$ cat src/hdl/cms_map.svh
`ifndef CMS_MAP_SVH
`define CMS_MAP_SVH
// Clock and tick timebase
`define CMS_CLK_KHZ 125000
`define CMS_TICK_MS 10
// Times in their own units
`define CMS_DEB_MS 30
`define CMS_HALF_S_MS 500
`define CMS_TWO_S_MS 2000
`define CMS_FLASH_MS 200
`define CMS_FLASH_CNT 5
`define CMS_SEQ_MS 2000
`define CMS_IDLE_H 24
`define CMS_EQ_H 1
`define CMS_WEEK_D 7
`define CMS_ABS_MIN_MIN 30
// Voltages in mV, cell counts per battery
`define CMS_CELL_STORE_MV 2200
`define CMS_CELLS_12V 6
`define CMS_CELLS_24V 12
`define CMS_EQ_ADD12_MV 1000
`define CMS_EQ_ADD24_MV 2000
// Register byte offsets
`define CMS_REG_CTRL 8'h00
`define CMS_REG_ABSMAX 8'h04
`define CMS_REG_ABSMV 8'h08
`define CMS_REG_FLTMV 8'h0C
`define CMS_REG_SLEW 8'h10
`define CMS_REG_STAT 8'h14
`define CMS_REG_VSET 8'h18
// Field positions
`define CMS_CTRL_EN 0
`define CMS_CTRL_B24 1
// Reset values
`define CMS_CTRL_RST 2'h1
`define CMS_ABSMAX_RST 32'h0015F900
`define CMS_ABSMV_RST 16'h3840
`define CMS_FLTMV_RST 16'h35E8
`define CMS_SLEW_RST 16'h0001
`endif

$ cat src/hdl/cms_pkg.sv
package cms_pkg;
  typedef enum logic [1:0] {POS_OFF, POS_ON, POS_CHG} cms_pos_t;
  typedef enum logic [2:0] {
    ST_BULK, ST_ABS, ST_FLOAT, ST_STORE, ST_REFRESH, ST_EQUAL, ST_FORCE
  } cms_stage_t;
  typedef enum logic [2:0] {
    G_IDLE, G_ARM, G_C1, G_O2, G_FLASH, G_SEQ
  } cms_gest_t;
endpackage

$ cat src/hdl/cms_charger_mode_selector.sv
// Our own choices: the placing of the registers and the Wishbone interface to the registers.
`timescale 1ns/1ps
`include "cms_map.svh"
// Operation
// - Stages run bulk, absorption, float, storage in order; one at a time.
// - Absorption length follows discharge depth: short after light, long after deep.
// - Storage after 24 hours without discharge; a discharge restarts the period.
// - Storage setpoint is 2.2 V per cell, 13.2 V on 12 V.
// - Weekly, storage raises setpoint to absorption level, then returns.
// - Above gassing voltage the setpoint rise rate is limited.
// - Switch on without mains runs inverter and lights inverter indicator.
// - Accepted mains passes through, stops inverter, charges, lights mains and stage.
// - Switch on and mains rejected turns the inverter on.
// - Charger-only runs charger with pass-through, never the inverter.
// - Equalise one hour, 1 V or 2 V above absorption, quarter current.
// - Equalise flashes bulk and absorption indicators alternately.
// - Forced absorption holds absorption voltage for maximum time, absorption lit.
// - Mode entry only when all switches on, none in charger-only.
// - Off seen during gesture restarts the detector from its first step.
// - Recognised gesture flashes three indicators five times, mirrored on remote.
// - Then bulk, absorption, float indicators light in turn, two seconds each.
// - Return to on picks equalise, forced absorption, or float after sequence.
// - Switch left alone keeps charger-only and sets stage to float.
// - One quick switch change after selection leaves the stage alone.
module cms_charger_mode_selector #(
  parameter int TICK_CYC = `CMS_TICK_MS * `CMS_CLK_KHZ,
  parameter int IDLE_TK = `CMS_IDLE_H * 3600 * 1000 / `CMS_TICK_MS,
  parameter int WEEK_TK = `CMS_WEEK_D * 24 * 3600 * 1000 / `CMS_TICK_MS,
  parameter int EQ_TK = `CMS_EQ_H * 3600 * 1000 / `CMS_TICK_MS,
  parameter int ABS_MIN_TK = `CMS_ABS_MIN_MIN * 60 * 1000 / `CMS_TICK_MS
) (
  input wire logic ref_clk,
  input wire logic sys_rst,
  input wire logic [7:0] wb_adr_i,
  input wire logic [31:0] wb_dat_i,
  input wire logic [3:0] wb_sel_i,
  input wire logic wb_we_i,
  input wire logic wb_cyc_i,
  input wire logic wb_stb_i,
  output logic [31:0] wb_dat_o,
  output logic wb_ack_o,
  input wire logic front_on,
  input wire logic front_chg,
  input wire logic rem_on,
  input wire logic rem_chg,
  input wire logic rem_present,
  input wire logic mains_ok,
  input wire logic bat_discharge,
  input wire logic bat_gassing,
  input wire logic bulk_done,
  output logic inv_on,
  output logic pass_on,
  output logic chg_on,
  output logic led_inverter,
  output logic led_mains,
  output logic led_bulk,
  output logic led_abs,
  output logic led_float,
  output logic rem_led_bulk,
  output logic rem_led_abs,
  output logic rem_led_float,
  output logic [15:0] vset_mv,
  output logic cur_quarter,
  output cms_pkg::cms_stage_t stage_o
);
  import cms_pkg::*;

  localparam int DEB_TK = `CMS_DEB_MS / `CMS_TICK_MS;
  localparam int HALF_TK = (`CMS_HALF_S_MS + `CMS_TICK_MS - 1) / `CMS_TICK_MS;
  localparam int TWO_TK = `CMS_TWO_S_MS / `CMS_TICK_MS;
  localparam int FLASH_TK = `CMS_FLASH_MS / `CMS_TICK_MS;
  localparam int SEQ_TK = `CMS_SEQ_MS / `CMS_TICK_MS;

  // Tick divider
  logic [31:0] div_reg;
  logic tick;
  assign tick = (div_reg == 32'(TICK_CYC - 1));
  always_ff @(posedge ref_clk or posedge sys_rst) begin
    if (sys_rst) div_reg <= 32'h0;
    else div_reg <= tick ? 32'h0 : div_reg + 32'h1;
  end

  // Debounce of the four raw switch contacts
  logic [3:0] raw;
  logic [3:0] deb_reg;
  assign raw = {rem_chg, rem_on, front_chg, front_on};
  genvar gi;
  generate
    for (gi = 0; gi < 4; gi++) begin : g_deb
      logic [7:0] cnt_reg;
      logic q_reg;
      always_ff @(posedge ref_clk or posedge sys_rst) begin
        if (sys_rst) begin
          cnt_reg <= 8'h0;
          q_reg <= 1'b0;
        end else if (raw[gi] == q_reg) begin
          cnt_reg <= 8'h0;
        end else if (tick) begin
          if (cnt_reg == 8'(DEB_TK - 1)) begin
            q_reg <= raw[gi];
            cnt_reg <= 8'h0;
          end else begin
            cnt_reg <= cnt_reg + 8'h1;
          end
        end
      end
      // Each contact keeps its own flop so no vector is written by several processes
      assign deb_reg[gi] = q_reg;
    end
  endgenerate

  // Combined position: any off wins, then any charger-only
  wire f_off = !deb_reg[0] && !deb_reg[1];
  wire r_off = rem_present && !deb_reg[2] && !deb_reg[3];
  wire f_chg = deb_reg[1];
  wire r_chg = rem_present && deb_reg[3];
  cms_pos_t pos;
  assign pos = (f_off || r_off) ? POS_OFF :
               (f_chg || r_chg) ? POS_CHG : POS_ON;

  // Register file
  logic [1:0] ctrl_reg;
  logic [31:0] absmax_reg;
  logic [15:0] absmv_reg;
  logic [15:0] fltmv_reg;
  logic [15:0] slew_reg;
  logic [31:0] mask;
  wire wb_req = wb_cyc_i && wb_stb_i && !wb_ack_o;
  wire wb_wr = wb_req && wb_we_i;
  assign mask = {{8{wb_sel_i[3]}}, {8{wb_sel_i[2]}}, {8{wb_sel_i[1]}}, {8{wb_sel_i[0]}}};
  wire [31:0] wmix_ctrl = ({30'h0, ctrl_reg} & ~mask) | (wb_dat_i & mask);
  wire [31:0] wmix_absmax = (absmax_reg & ~mask) | (wb_dat_i & mask);
  wire [31:0] wmix_absmv = ({16'h0, absmv_reg} & ~mask) | (wb_dat_i & mask);
  wire [31:0] wmix_fltmv = ({16'h0, fltmv_reg} & ~mask) | (wb_dat_i & mask);
  wire [31:0] wmix_slew = ({16'h0, slew_reg} & ~mask) | (wb_dat_i & mask);
  wire chg_en = ctrl_reg[`CMS_CTRL_EN];
  wire bat24 = ctrl_reg[`CMS_CTRL_B24];

  always_ff @(posedge ref_clk or posedge sys_rst) begin
    if (sys_rst) begin
      ctrl_reg <= `CMS_CTRL_RST;
      absmax_reg <= `CMS_ABSMAX_RST;
      absmv_reg <= `CMS_ABSMV_RST;
      fltmv_reg <= `CMS_FLTMV_RST;
      slew_reg <= `CMS_SLEW_RST;
    end else if (wb_wr) begin
      case (wb_adr_i)
        `CMS_REG_CTRL: ctrl_reg <= wmix_ctrl[1:0];
        `CMS_REG_ABSMAX: absmax_reg <= wmix_absmax;
        `CMS_REG_ABSMV: absmv_reg <= wmix_absmv[15:0];
        `CMS_REG_FLTMV: fltmv_reg <= wmix_fltmv[15:0];
        `CMS_REG_SLEW: slew_reg <= wmix_slew[15:0];
        default: ;
      endcase
    end
  end

  // Gesture detector
  cms_gest_t g_reg;
  logic [15:0] gt_reg;
  logic [3:0] fl_reg;
  logic [1:0] sidx_reg;
  logic gsel_reg;
  cms_stage_t gmode_reg;
  cms_stage_t stage_reg;
  wire gt_half = gt_reg >= 16'(HALF_TK);
  wire gt_two = gt_reg > 16'(TWO_TK);
  wire gt_inc = tick;

  always_ff @(posedge ref_clk or posedge sys_rst) begin
    if (sys_rst) begin
      g_reg <= G_IDLE;
      gt_reg <= 16'h0;
      fl_reg <= 4'h0;
      sidx_reg <= 2'h0;
      gsel_reg <= 1'b0;
      gmode_reg <= ST_FLOAT;
    end else begin
      gsel_reg <= 1'b0;
      if (gt_inc) gt_reg <= gt_reg + 16'h1;
      if (pos == POS_OFF) begin
        g_reg <= G_IDLE;
      end else begin
        unique case (g_reg)
          G_IDLE: if (pos == POS_ON) g_reg <= G_ARM;
          G_ARM: if (pos == POS_CHG) begin
            g_reg <= G_C1;
            gt_reg <= 16'h0;
          end
          G_C1: begin
            if (pos == POS_ON) begin
              g_reg <= gt_half ? G_O2 : G_ARM;
              gt_reg <= 16'h0;
            end else if (gt_two) begin
              g_reg <= G_IDLE;
            end
          end
          G_O2: begin
            if (pos == POS_CHG) begin
              g_reg <= gt_half ? G_FLASH : G_C1;
              gt_reg <= 16'h0;
              fl_reg <= 4'h0;
            end else if (gt_two) begin
              g_reg <= G_ARM;
            end
          end
          G_FLASH: if (gt_inc && gt_reg == 16'(FLASH_TK - 1)) begin
            gt_reg <= 16'h0;
            fl_reg <= fl_reg + 4'h1;
            if (fl_reg == 4'(2 * `CMS_FLASH_CNT - 1)) begin
              g_reg <= G_SEQ;
              sidx_reg <= 2'h0;
            end
          end
          G_SEQ: begin
            if (pos == POS_ON || sidx_reg == 2'h3) begin
              g_reg <= G_IDLE;
              gsel_reg <= 1'b1;
              unique case (sidx_reg)
                2'h0: gmode_reg <= ST_EQUAL;
                2'h1: gmode_reg <= ST_FORCE;
                default: gmode_reg <= ST_FLOAT;
              endcase
            end else if (gt_inc && gt_reg == 16'(SEQ_TK - 1)) begin
              gt_reg <= 16'h0;
              sidx_reg <= sidx_reg + 2'h1;
            end
          end
        endcase
      end
    end
  end

  // Charge stage machine
  logic [31:0] st_tmr_reg;
  logic [31:0] bulk_len_reg;
  logic [31:0] idle_reg;
  logic [31:0] week_reg;
  logic [31:0] abs_len;
  wire chg_act = mains_ok && pos != POS_OFF && chg_en;
  // Bulk duration stands in for discharge depth
  assign abs_len = (bulk_len_reg < 32'(ABS_MIN_TK)) ? 32'(ABS_MIN_TK) :
                   (bulk_len_reg > absmax_reg) ? absmax_reg : bulk_len_reg;
  wire abs_end = st_tmr_reg >= abs_len;

  always_ff @(posedge ref_clk or posedge sys_rst) begin
    if (sys_rst) begin
      idle_reg <= 32'h0;
      week_reg <= 32'h0;
    end else begin
      if (bat_discharge) idle_reg <= 32'h0;
      else if (tick && idle_reg != 32'hFFFFFFFF) idle_reg <= idle_reg + 32'h1;
      if (stage_reg != ST_STORE) week_reg <= 32'h0;
      else if (tick) week_reg <= week_reg + 32'h1;
    end
  end

  always_ff @(posedge ref_clk or posedge sys_rst) begin
    if (sys_rst) begin
      stage_reg <= ST_BULK;
      st_tmr_reg <= 32'h0;
      bulk_len_reg <= 32'h0;
    end else if (!chg_act) begin
      stage_reg <= ST_BULK;
      st_tmr_reg <= 32'h0;
    end else if (gsel_reg) begin
      stage_reg <= gmode_reg;
      st_tmr_reg <= 32'h0;
    end else begin
      if (tick) st_tmr_reg <= st_tmr_reg + 32'h1;
      unique case (stage_reg)
        ST_BULK: if (bulk_done) begin
          stage_reg <= ST_ABS;
          bulk_len_reg <= st_tmr_reg;
          st_tmr_reg <= 32'h0;
        end
        ST_ABS: if (abs_end) stage_reg <= ST_FLOAT;
        ST_FLOAT: if (idle_reg >= 32'(IDLE_TK)) stage_reg <= ST_STORE;
        ST_STORE: begin
          if (bat_discharge) begin
            stage_reg <= ST_FLOAT;
          end else if (week_reg >= 32'(WEEK_TK)) begin
            stage_reg <= ST_REFRESH;
            st_tmr_reg <= 32'h0;
          end
        end
        ST_REFRESH: if (abs_end) stage_reg <= ST_STORE;
        ST_EQUAL: if (st_tmr_reg >= 32'(EQ_TK)) stage_reg <= ST_FLOAT;
        ST_FORCE: if (st_tmr_reg >= absmax_reg) stage_reg <= ST_FLOAT;
        default: stage_reg <= ST_BULK;
      endcase
    end
  end

  // Voltage setpoint
  logic [15:0] tgt_mv;
  wire [15:0] store_mv = 16'(`CMS_CELL_STORE_MV * (bat24 ? `CMS_CELLS_24V : `CMS_CELLS_12V));
  wire [15:0] eq_add = bat24 ? 16'(`CMS_EQ_ADD24_MV) : 16'(`CMS_EQ_ADD12_MV);
  always_comb begin
    unique case (stage_reg)
      ST_FLOAT: tgt_mv = fltmv_reg;
      ST_STORE: tgt_mv = store_mv;
      ST_EQUAL: tgt_mv = absmv_reg + eq_add;
      default: tgt_mv = absmv_reg;
    endcase
  end
  wire [16:0] ramp = {1'b0, vset_mv} + {1'b0, slew_reg};
  wire ramp_lim = bat_gassing && vset_mv < tgt_mv;

  always_ff @(posedge ref_clk or posedge sys_rst) begin
    if (sys_rst) vset_mv <= 16'h0;
    else if (!ramp_lim) vset_mv <= tgt_mv;
    else if (tick) vset_mv <= (ramp > {1'b0, tgt_mv}) ? tgt_mv : ramp[15:0];
  end

  // Blink source for the equalise indication
  logic [15:0] bl_tmr_reg;
  logic blink_reg;
  always_ff @(posedge ref_clk or posedge sys_rst) begin
    if (sys_rst) begin
      bl_tmr_reg <= 16'h0;
      blink_reg <= 1'b0;
    end else if (tick) begin
      bl_tmr_reg <= (bl_tmr_reg == 16'(FLASH_TK - 1)) ? 16'h0 : bl_tmr_reg + 16'h1;
      if (bl_tmr_reg == 16'(FLASH_TK - 1)) blink_reg <= !blink_reg;
    end
  end

  // Indicator selection; gesture feedback overrides stage display
  logic [2:0] led_next;
  wire fl_on = !fl_reg[0];
  always_comb begin
    led_next = 3'b000;
    if (g_reg == G_FLASH) begin
      led_next = {3{fl_on}};
    end else if (g_reg == G_SEQ) begin
      led_next = (sidx_reg == 2'h0) ? 3'b001 :
                 (sidx_reg == 2'h1) ? 3'b010 :
                 (sidx_reg == 2'h2) ? 3'b100 : 3'b000;
    end else if (chg_act) begin
      unique case (stage_reg)
        ST_BULK: led_next = 3'b001;
        ST_ABS, ST_REFRESH, ST_FORCE: led_next = 3'b010;
        ST_EQUAL: led_next = blink_reg ? 3'b010 : 3'b001;
        default: led_next = 3'b100;
      endcase
    end
  end

  always_ff @(posedge ref_clk or posedge sys_rst) begin
    if (sys_rst) begin
      inv_on <= 1'b0;
      pass_on <= 1'b0;
      chg_on <= 1'b0;
      led_inverter <= 1'b0;
      led_mains <= 1'b0;
      {led_float, led_abs, led_bulk} <= 3'b000;
      {rem_led_float, rem_led_abs, rem_led_bulk} <= 3'b000;
      cur_quarter <= 1'b0;
    end else begin
      inv_on <= pos == POS_ON && !mains_ok;
      pass_on <= pos != POS_OFF && mains_ok;
      chg_on <= chg_act;
      led_inverter <= pos == POS_ON && !mains_ok;
      led_mains <= pos != POS_OFF && mains_ok;
      {led_float, led_abs, led_bulk} <= led_next;
      {rem_led_float, rem_led_abs, rem_led_bulk} <= led_next;
      cur_quarter <= chg_act && stage_reg == ST_EQUAL;
    end
  end
  assign stage_o = stage_reg;

  // Wishbone read path and acknowledge
  logic [31:0] rd_mux;
  wire [31:0] stat_word = {21'h0, g_reg, stage_reg, pos, chg_on, pass_on, inv_on};
  assign rd_mux = (wb_adr_i == `CMS_REG_CTRL) ? {30'h0, ctrl_reg} :
                  (wb_adr_i == `CMS_REG_ABSMAX) ? absmax_reg :
                  (wb_adr_i == `CMS_REG_ABSMV) ? {16'h0, absmv_reg} :
                  (wb_adr_i == `CMS_REG_FLTMV) ? {16'h0, fltmv_reg} :
                  (wb_adr_i == `CMS_REG_SLEW) ? {16'h0, slew_reg} :
                  (wb_adr_i == `CMS_REG_STAT) ? stat_word :
                  (wb_adr_i == `CMS_REG_VSET) ? {16'h0, vset_mv} : 32'h0;

  always_ff @(posedge ref_clk or posedge sys_rst) begin
    if (sys_rst) begin
      wb_ack_o <= 1'b0;
      wb_dat_o <= 32'h0;
    end else begin
      wb_ack_o <= wb_req;
      if (wb_req && !wb_we_i) wb_dat_o <= rd_mux;
    end
  end
endmodule // cms_charger_mode_selector

$ cat config.mk
export PLATFORM = sky130hd
export DESIGN_NAME = cms_charger_mode_selector
export DESIGN_NICKNAME = d
export VERILOG_FILES = /design/src/hdl/cms_pkg.sv /design/src/hdl/cms_charger_mode_selector.sv
export VERILOG_INCLUDE_DIRS = /design/src /design/src/hdl
export SDC_FILE = /design/constraint.sdc
export NUM_CORES = 1
export LEC_CHECK = 0
export ABC_AREA = 1
export BUFFER_PORTS_ARGS = -buffer_cell sky130_fd_sc_hd__buf_2
export CORE_MARGIN = 5
export CORE_UTILIZATION = 59
export CTS_BUF_LIST = sky130_fd_sc_hd__clkbuf_4
export DETAILED_ROUTE_END_ITERATION = 10
export PLACE_DENSITY = 0.77
export SETUP_SLACK_MARGIN = 0.05
export SYNTH_ARGS = -nofsm -noshare
export SYNTH_HDL_FRONTEND = slang
export SYNTH_SLANG_ARGS = --single-unit
export TNS_END_PERCENT = 50
$ cat constraint.sdc
create_clock -name ref_clk -period 36.1 [get_ports ref_clk]
set_clock_uncertainty 0.2 [all_clocks]
set_input_delay 1.805 -clock ref_clk [delete_from_list [all_inputs] [get_ports ref_clk]]
set_output_delay 1.805 -clock ref_clk [all_outputs]
set_load 0.01 [all_outputs]
==> key figures <==
Outcome
  • Outcome: complete, no violations

Critical path
  • Reg-to-Reg End: vset_mv[15]
  • Crit path DAT: 5.72 ns
  • CP Data Required Time: 36.62 ns
  • CP endpoint kind: register
  • Cell depth of the worst flop-to-flop path: 18
  • R2R Path Start: stage_o[1]
  • Startpoint types: register
  • Crit-path max FO: 32
  • WS Path Type: register to register
  • Worst R2R Setup Slack: 30.90 ns

CTS
  • Sink Count: 383
  • Clk slew on worst S/H paths: 0.07 ns
  • CTS tree: yes
  • Post-CTS Setup Inserts: 0
  • Clock Latency Late Sink: 0.87 ns
  • Cts hold-fix bufs: 0
  • Clock buffer depth: 3
  • Root buffer cell: clkbuf_4
  • Post_cts resized: 0
  • CTS Buf Count: 105
  • CTS H-Tree Depth: 3

Routing
  • 1st-pass router iterations: 6
  • Residual DRC count: 0
  • Routed Wire Length: 72100 um
  • DR WL/cell: 17.3 um
  • ANT nets after route: 0
  • Vias: 24357
  • Initial drt markers: 2312
  • Via-per-instance ratio: 5.85

Synth
  • Synth top area cells: dfrtp_1 36%, nand2_1 12%, ha_1 8.6%
  • Number of flops mapped to enable cells by yosys: 0
  • Synthesized instance count: 3396
  • Commonest cells in the netlist: 812 x nand2_1, 384 x nor2_1, 383 x inv_1
  • Yosys top cell by area: dfrtp_1
  • Async SR Flop Fraction: 100%
  • Yosys cell types: 63
  • Synthesized area: 0.0253 mm^2
  • Most frequent cell after synthesis: nand2_1
  • Warnings, synthesis: 0
  • Top-area cell type share of the netlist area: 35.5%
  • Synth Flop Type: dfrtp_1
  • #FFs+latches synth: 383
  • Post-Syn Area per Cell: 7.45 um^2
  • Seq/Total Area, Yosys: 38.0%
  • Syn Nets: 3629

STA
  • Setup_tns: 0 ns
  • Fmax: 192 MHz
  • Worst slew pin tran: 1.19 ns
  • Final WS setup: 30.90 ns
  • Final Max Slew Viols: 0
  • Final Hold Vio Count: 0
  • Minimum clock period: 5.20 ns
  • Slew Limit Headroom: 20.6%
  • RSZ-0062 raised after global routing: false
  • Crit share post-route: 14.4%
  • Final setup fails: 0

Run
  • Max cap viols: 0

Global routing
  • Largest net degree at the start of global routing: 127
  • Busiest grt layer: met2
  • Total grt overflow: 0
  • Global routing usage on met3: 6.96%
  • Met2 GRT Util: 47.6%
  • Met1 Use GR: 41.4%
  • Initial antenna violation count: 1
  • Vias in the first global route: 23293
  • Global-route wire length before repair: 118000 um
  • GR Util All Layers: 30.2%

Layout
  • Filler Cells Inserted: 3706
  • P&R area growth vs syn: 9.09%
  • Layout cells sized above 1: 10.9%
  • Nets: 3776
  • Final cell area excluding filler cells: 0.0276 mm^2

Pwr
  • Power Density: 37.1 mW/mm^2
  • Static Leak: 13.1 nW
  • VDD IR max: 32.2 uV

Worst hold path
  • Hold Path End: div_reg[0]
  • Hold depth: 1
  • Worst min path class: register to register
  • Hold path start: div_reg[0]

Die
  • # rows: 75
  • Die area: 0.0471 mm^2
  • Die span in y: 217 um
  • Die W: 217 um
  • # IOs: 122
  • Initial Util: 59.9%
  • Core ar.: 0.0422 mm^2

Placement
  • Placer Congestion: 0.998
  • HPWL after DPL: 53600 um
  • Placed inst area: 0.0262 mm^2
  • I/O Buffers: 121
  • DP Worst Slack: 30.95 ns
==> per-layer routing <==
layer  vias to the layer above  wire length (um)
li1                      11668                 -
met1                     11495             30600
met2                      1024             32800
met3                       170              6520
met4                         0              2230
met5                         -                 0
==> cells by family (layout without fill, tap and decap cells) <==
kind of cell               Yosys count  count (layout)  synth area share [%]
AOI/OAI and AO/OA                  578             578                  13.0
xor gates and xnor gates           118             118                  4.08
adders and majority gates          175             175                  8.71
buffers and inverters              490             716                  7.72
DFF                                383             383                  38.0
muxes                                5               5                 0.223
other                                0               3                     0
and+or+nand+nor                   1647            1647                  28.3
==> metrics by stage <==
| step | cells | utilization [%] | hold slack [ns] | power [W] |
|---|---|---|---|---|
| after global placement | 3975 | 62.1 | 0.246 | 0.000618 |
| after global routing | 4163 | 65.4 | 0.300 | 0.00108 |
| after CTS | 4161 | 65.3 | 0.262 | 0.00103 |
| after detailed placement | 3975 | 62.1 | 0.255 | 0.000625 |
| after floorplan | 3396 | - | 0.233 | 0.000580 |
| final | 4164 | 65.4 | 0.262 | 0.00102 |
==> layout make-up <==
class / instances / area [um^2] / area share (%)
sequential: 383 / 9610 / 34.8
clock inverter: 28 / 166 / 0.603
timing repair buffer: 133 / 708 / 2.57
antenna: 3 / 7.51 / 0.0272
inverter: 397 / 1510 / 5.45
clock buffer: 158 / 1190 / 4.30
multi-input combinational: 2523 / 13700 / 49.8
tap: 539 / 674 / 2.44
==> worst max-delay path: stages, from the launching register on <==
cell and delay (ns):
dfrtp_1 0.67, nand2_1 0.17, nor2_2 0.11, buf_4 0.30, inv_1 0.36, o21ai_0 0.52
a21oi_1 0.08, nand2_1 0.10, o21ai_0 0.23, ha_1 0.36, nand2_1 0.08, o21a_1 0.13
nor2_1 0.04, nor4_1 0.36, nand2_2 0.36, nor2_4 0.66, nor2_1 0.13, nand2_1 0.09
nand2_1 0.05
==> where the power goes <==
group          total (W)  switching [W]  internal (W)
combinational   0.000167       0.000114     0.0000532
clock           0.000404       0.000191      0.000213
sequential      0.000453      0.0000132      0.000440
==> worst max path at each step <==
stage / startpoint / slack, ns / end
3_3_place_gp: stage_o[1] / 31.10 / vset_mv[7]
4_1_cts: stage_o[1] / 30.93 / vset_mv[15]
6_report: stage_o[1] / 30.90 / vset_mv[15]
3_5_place_dp: stage_o[1] / 30.95 / vset_mv[2]
5_1_grt: stage_o[1] / 30.46 / vset_mv[13]
2_1_floorplan: sys_rst / 23.49 / asynchronous set/reset pin
==> layout by cell type, fill, tap and decap left out, drive strengths merged, types with 105 or more instances in the layout <==
master	synthesis	routed
nand2	821	821
nor2	402	402
inv	395	398
dfrtp	359	359
o21ai	281	281
ha	173	173
clkbuf	45	158
nand3	157	157
a21oi	143	143
buf	48	133
nor3	119	119
xor2	105	105
No activity file was read; power rests on OpenSTA's default activity.
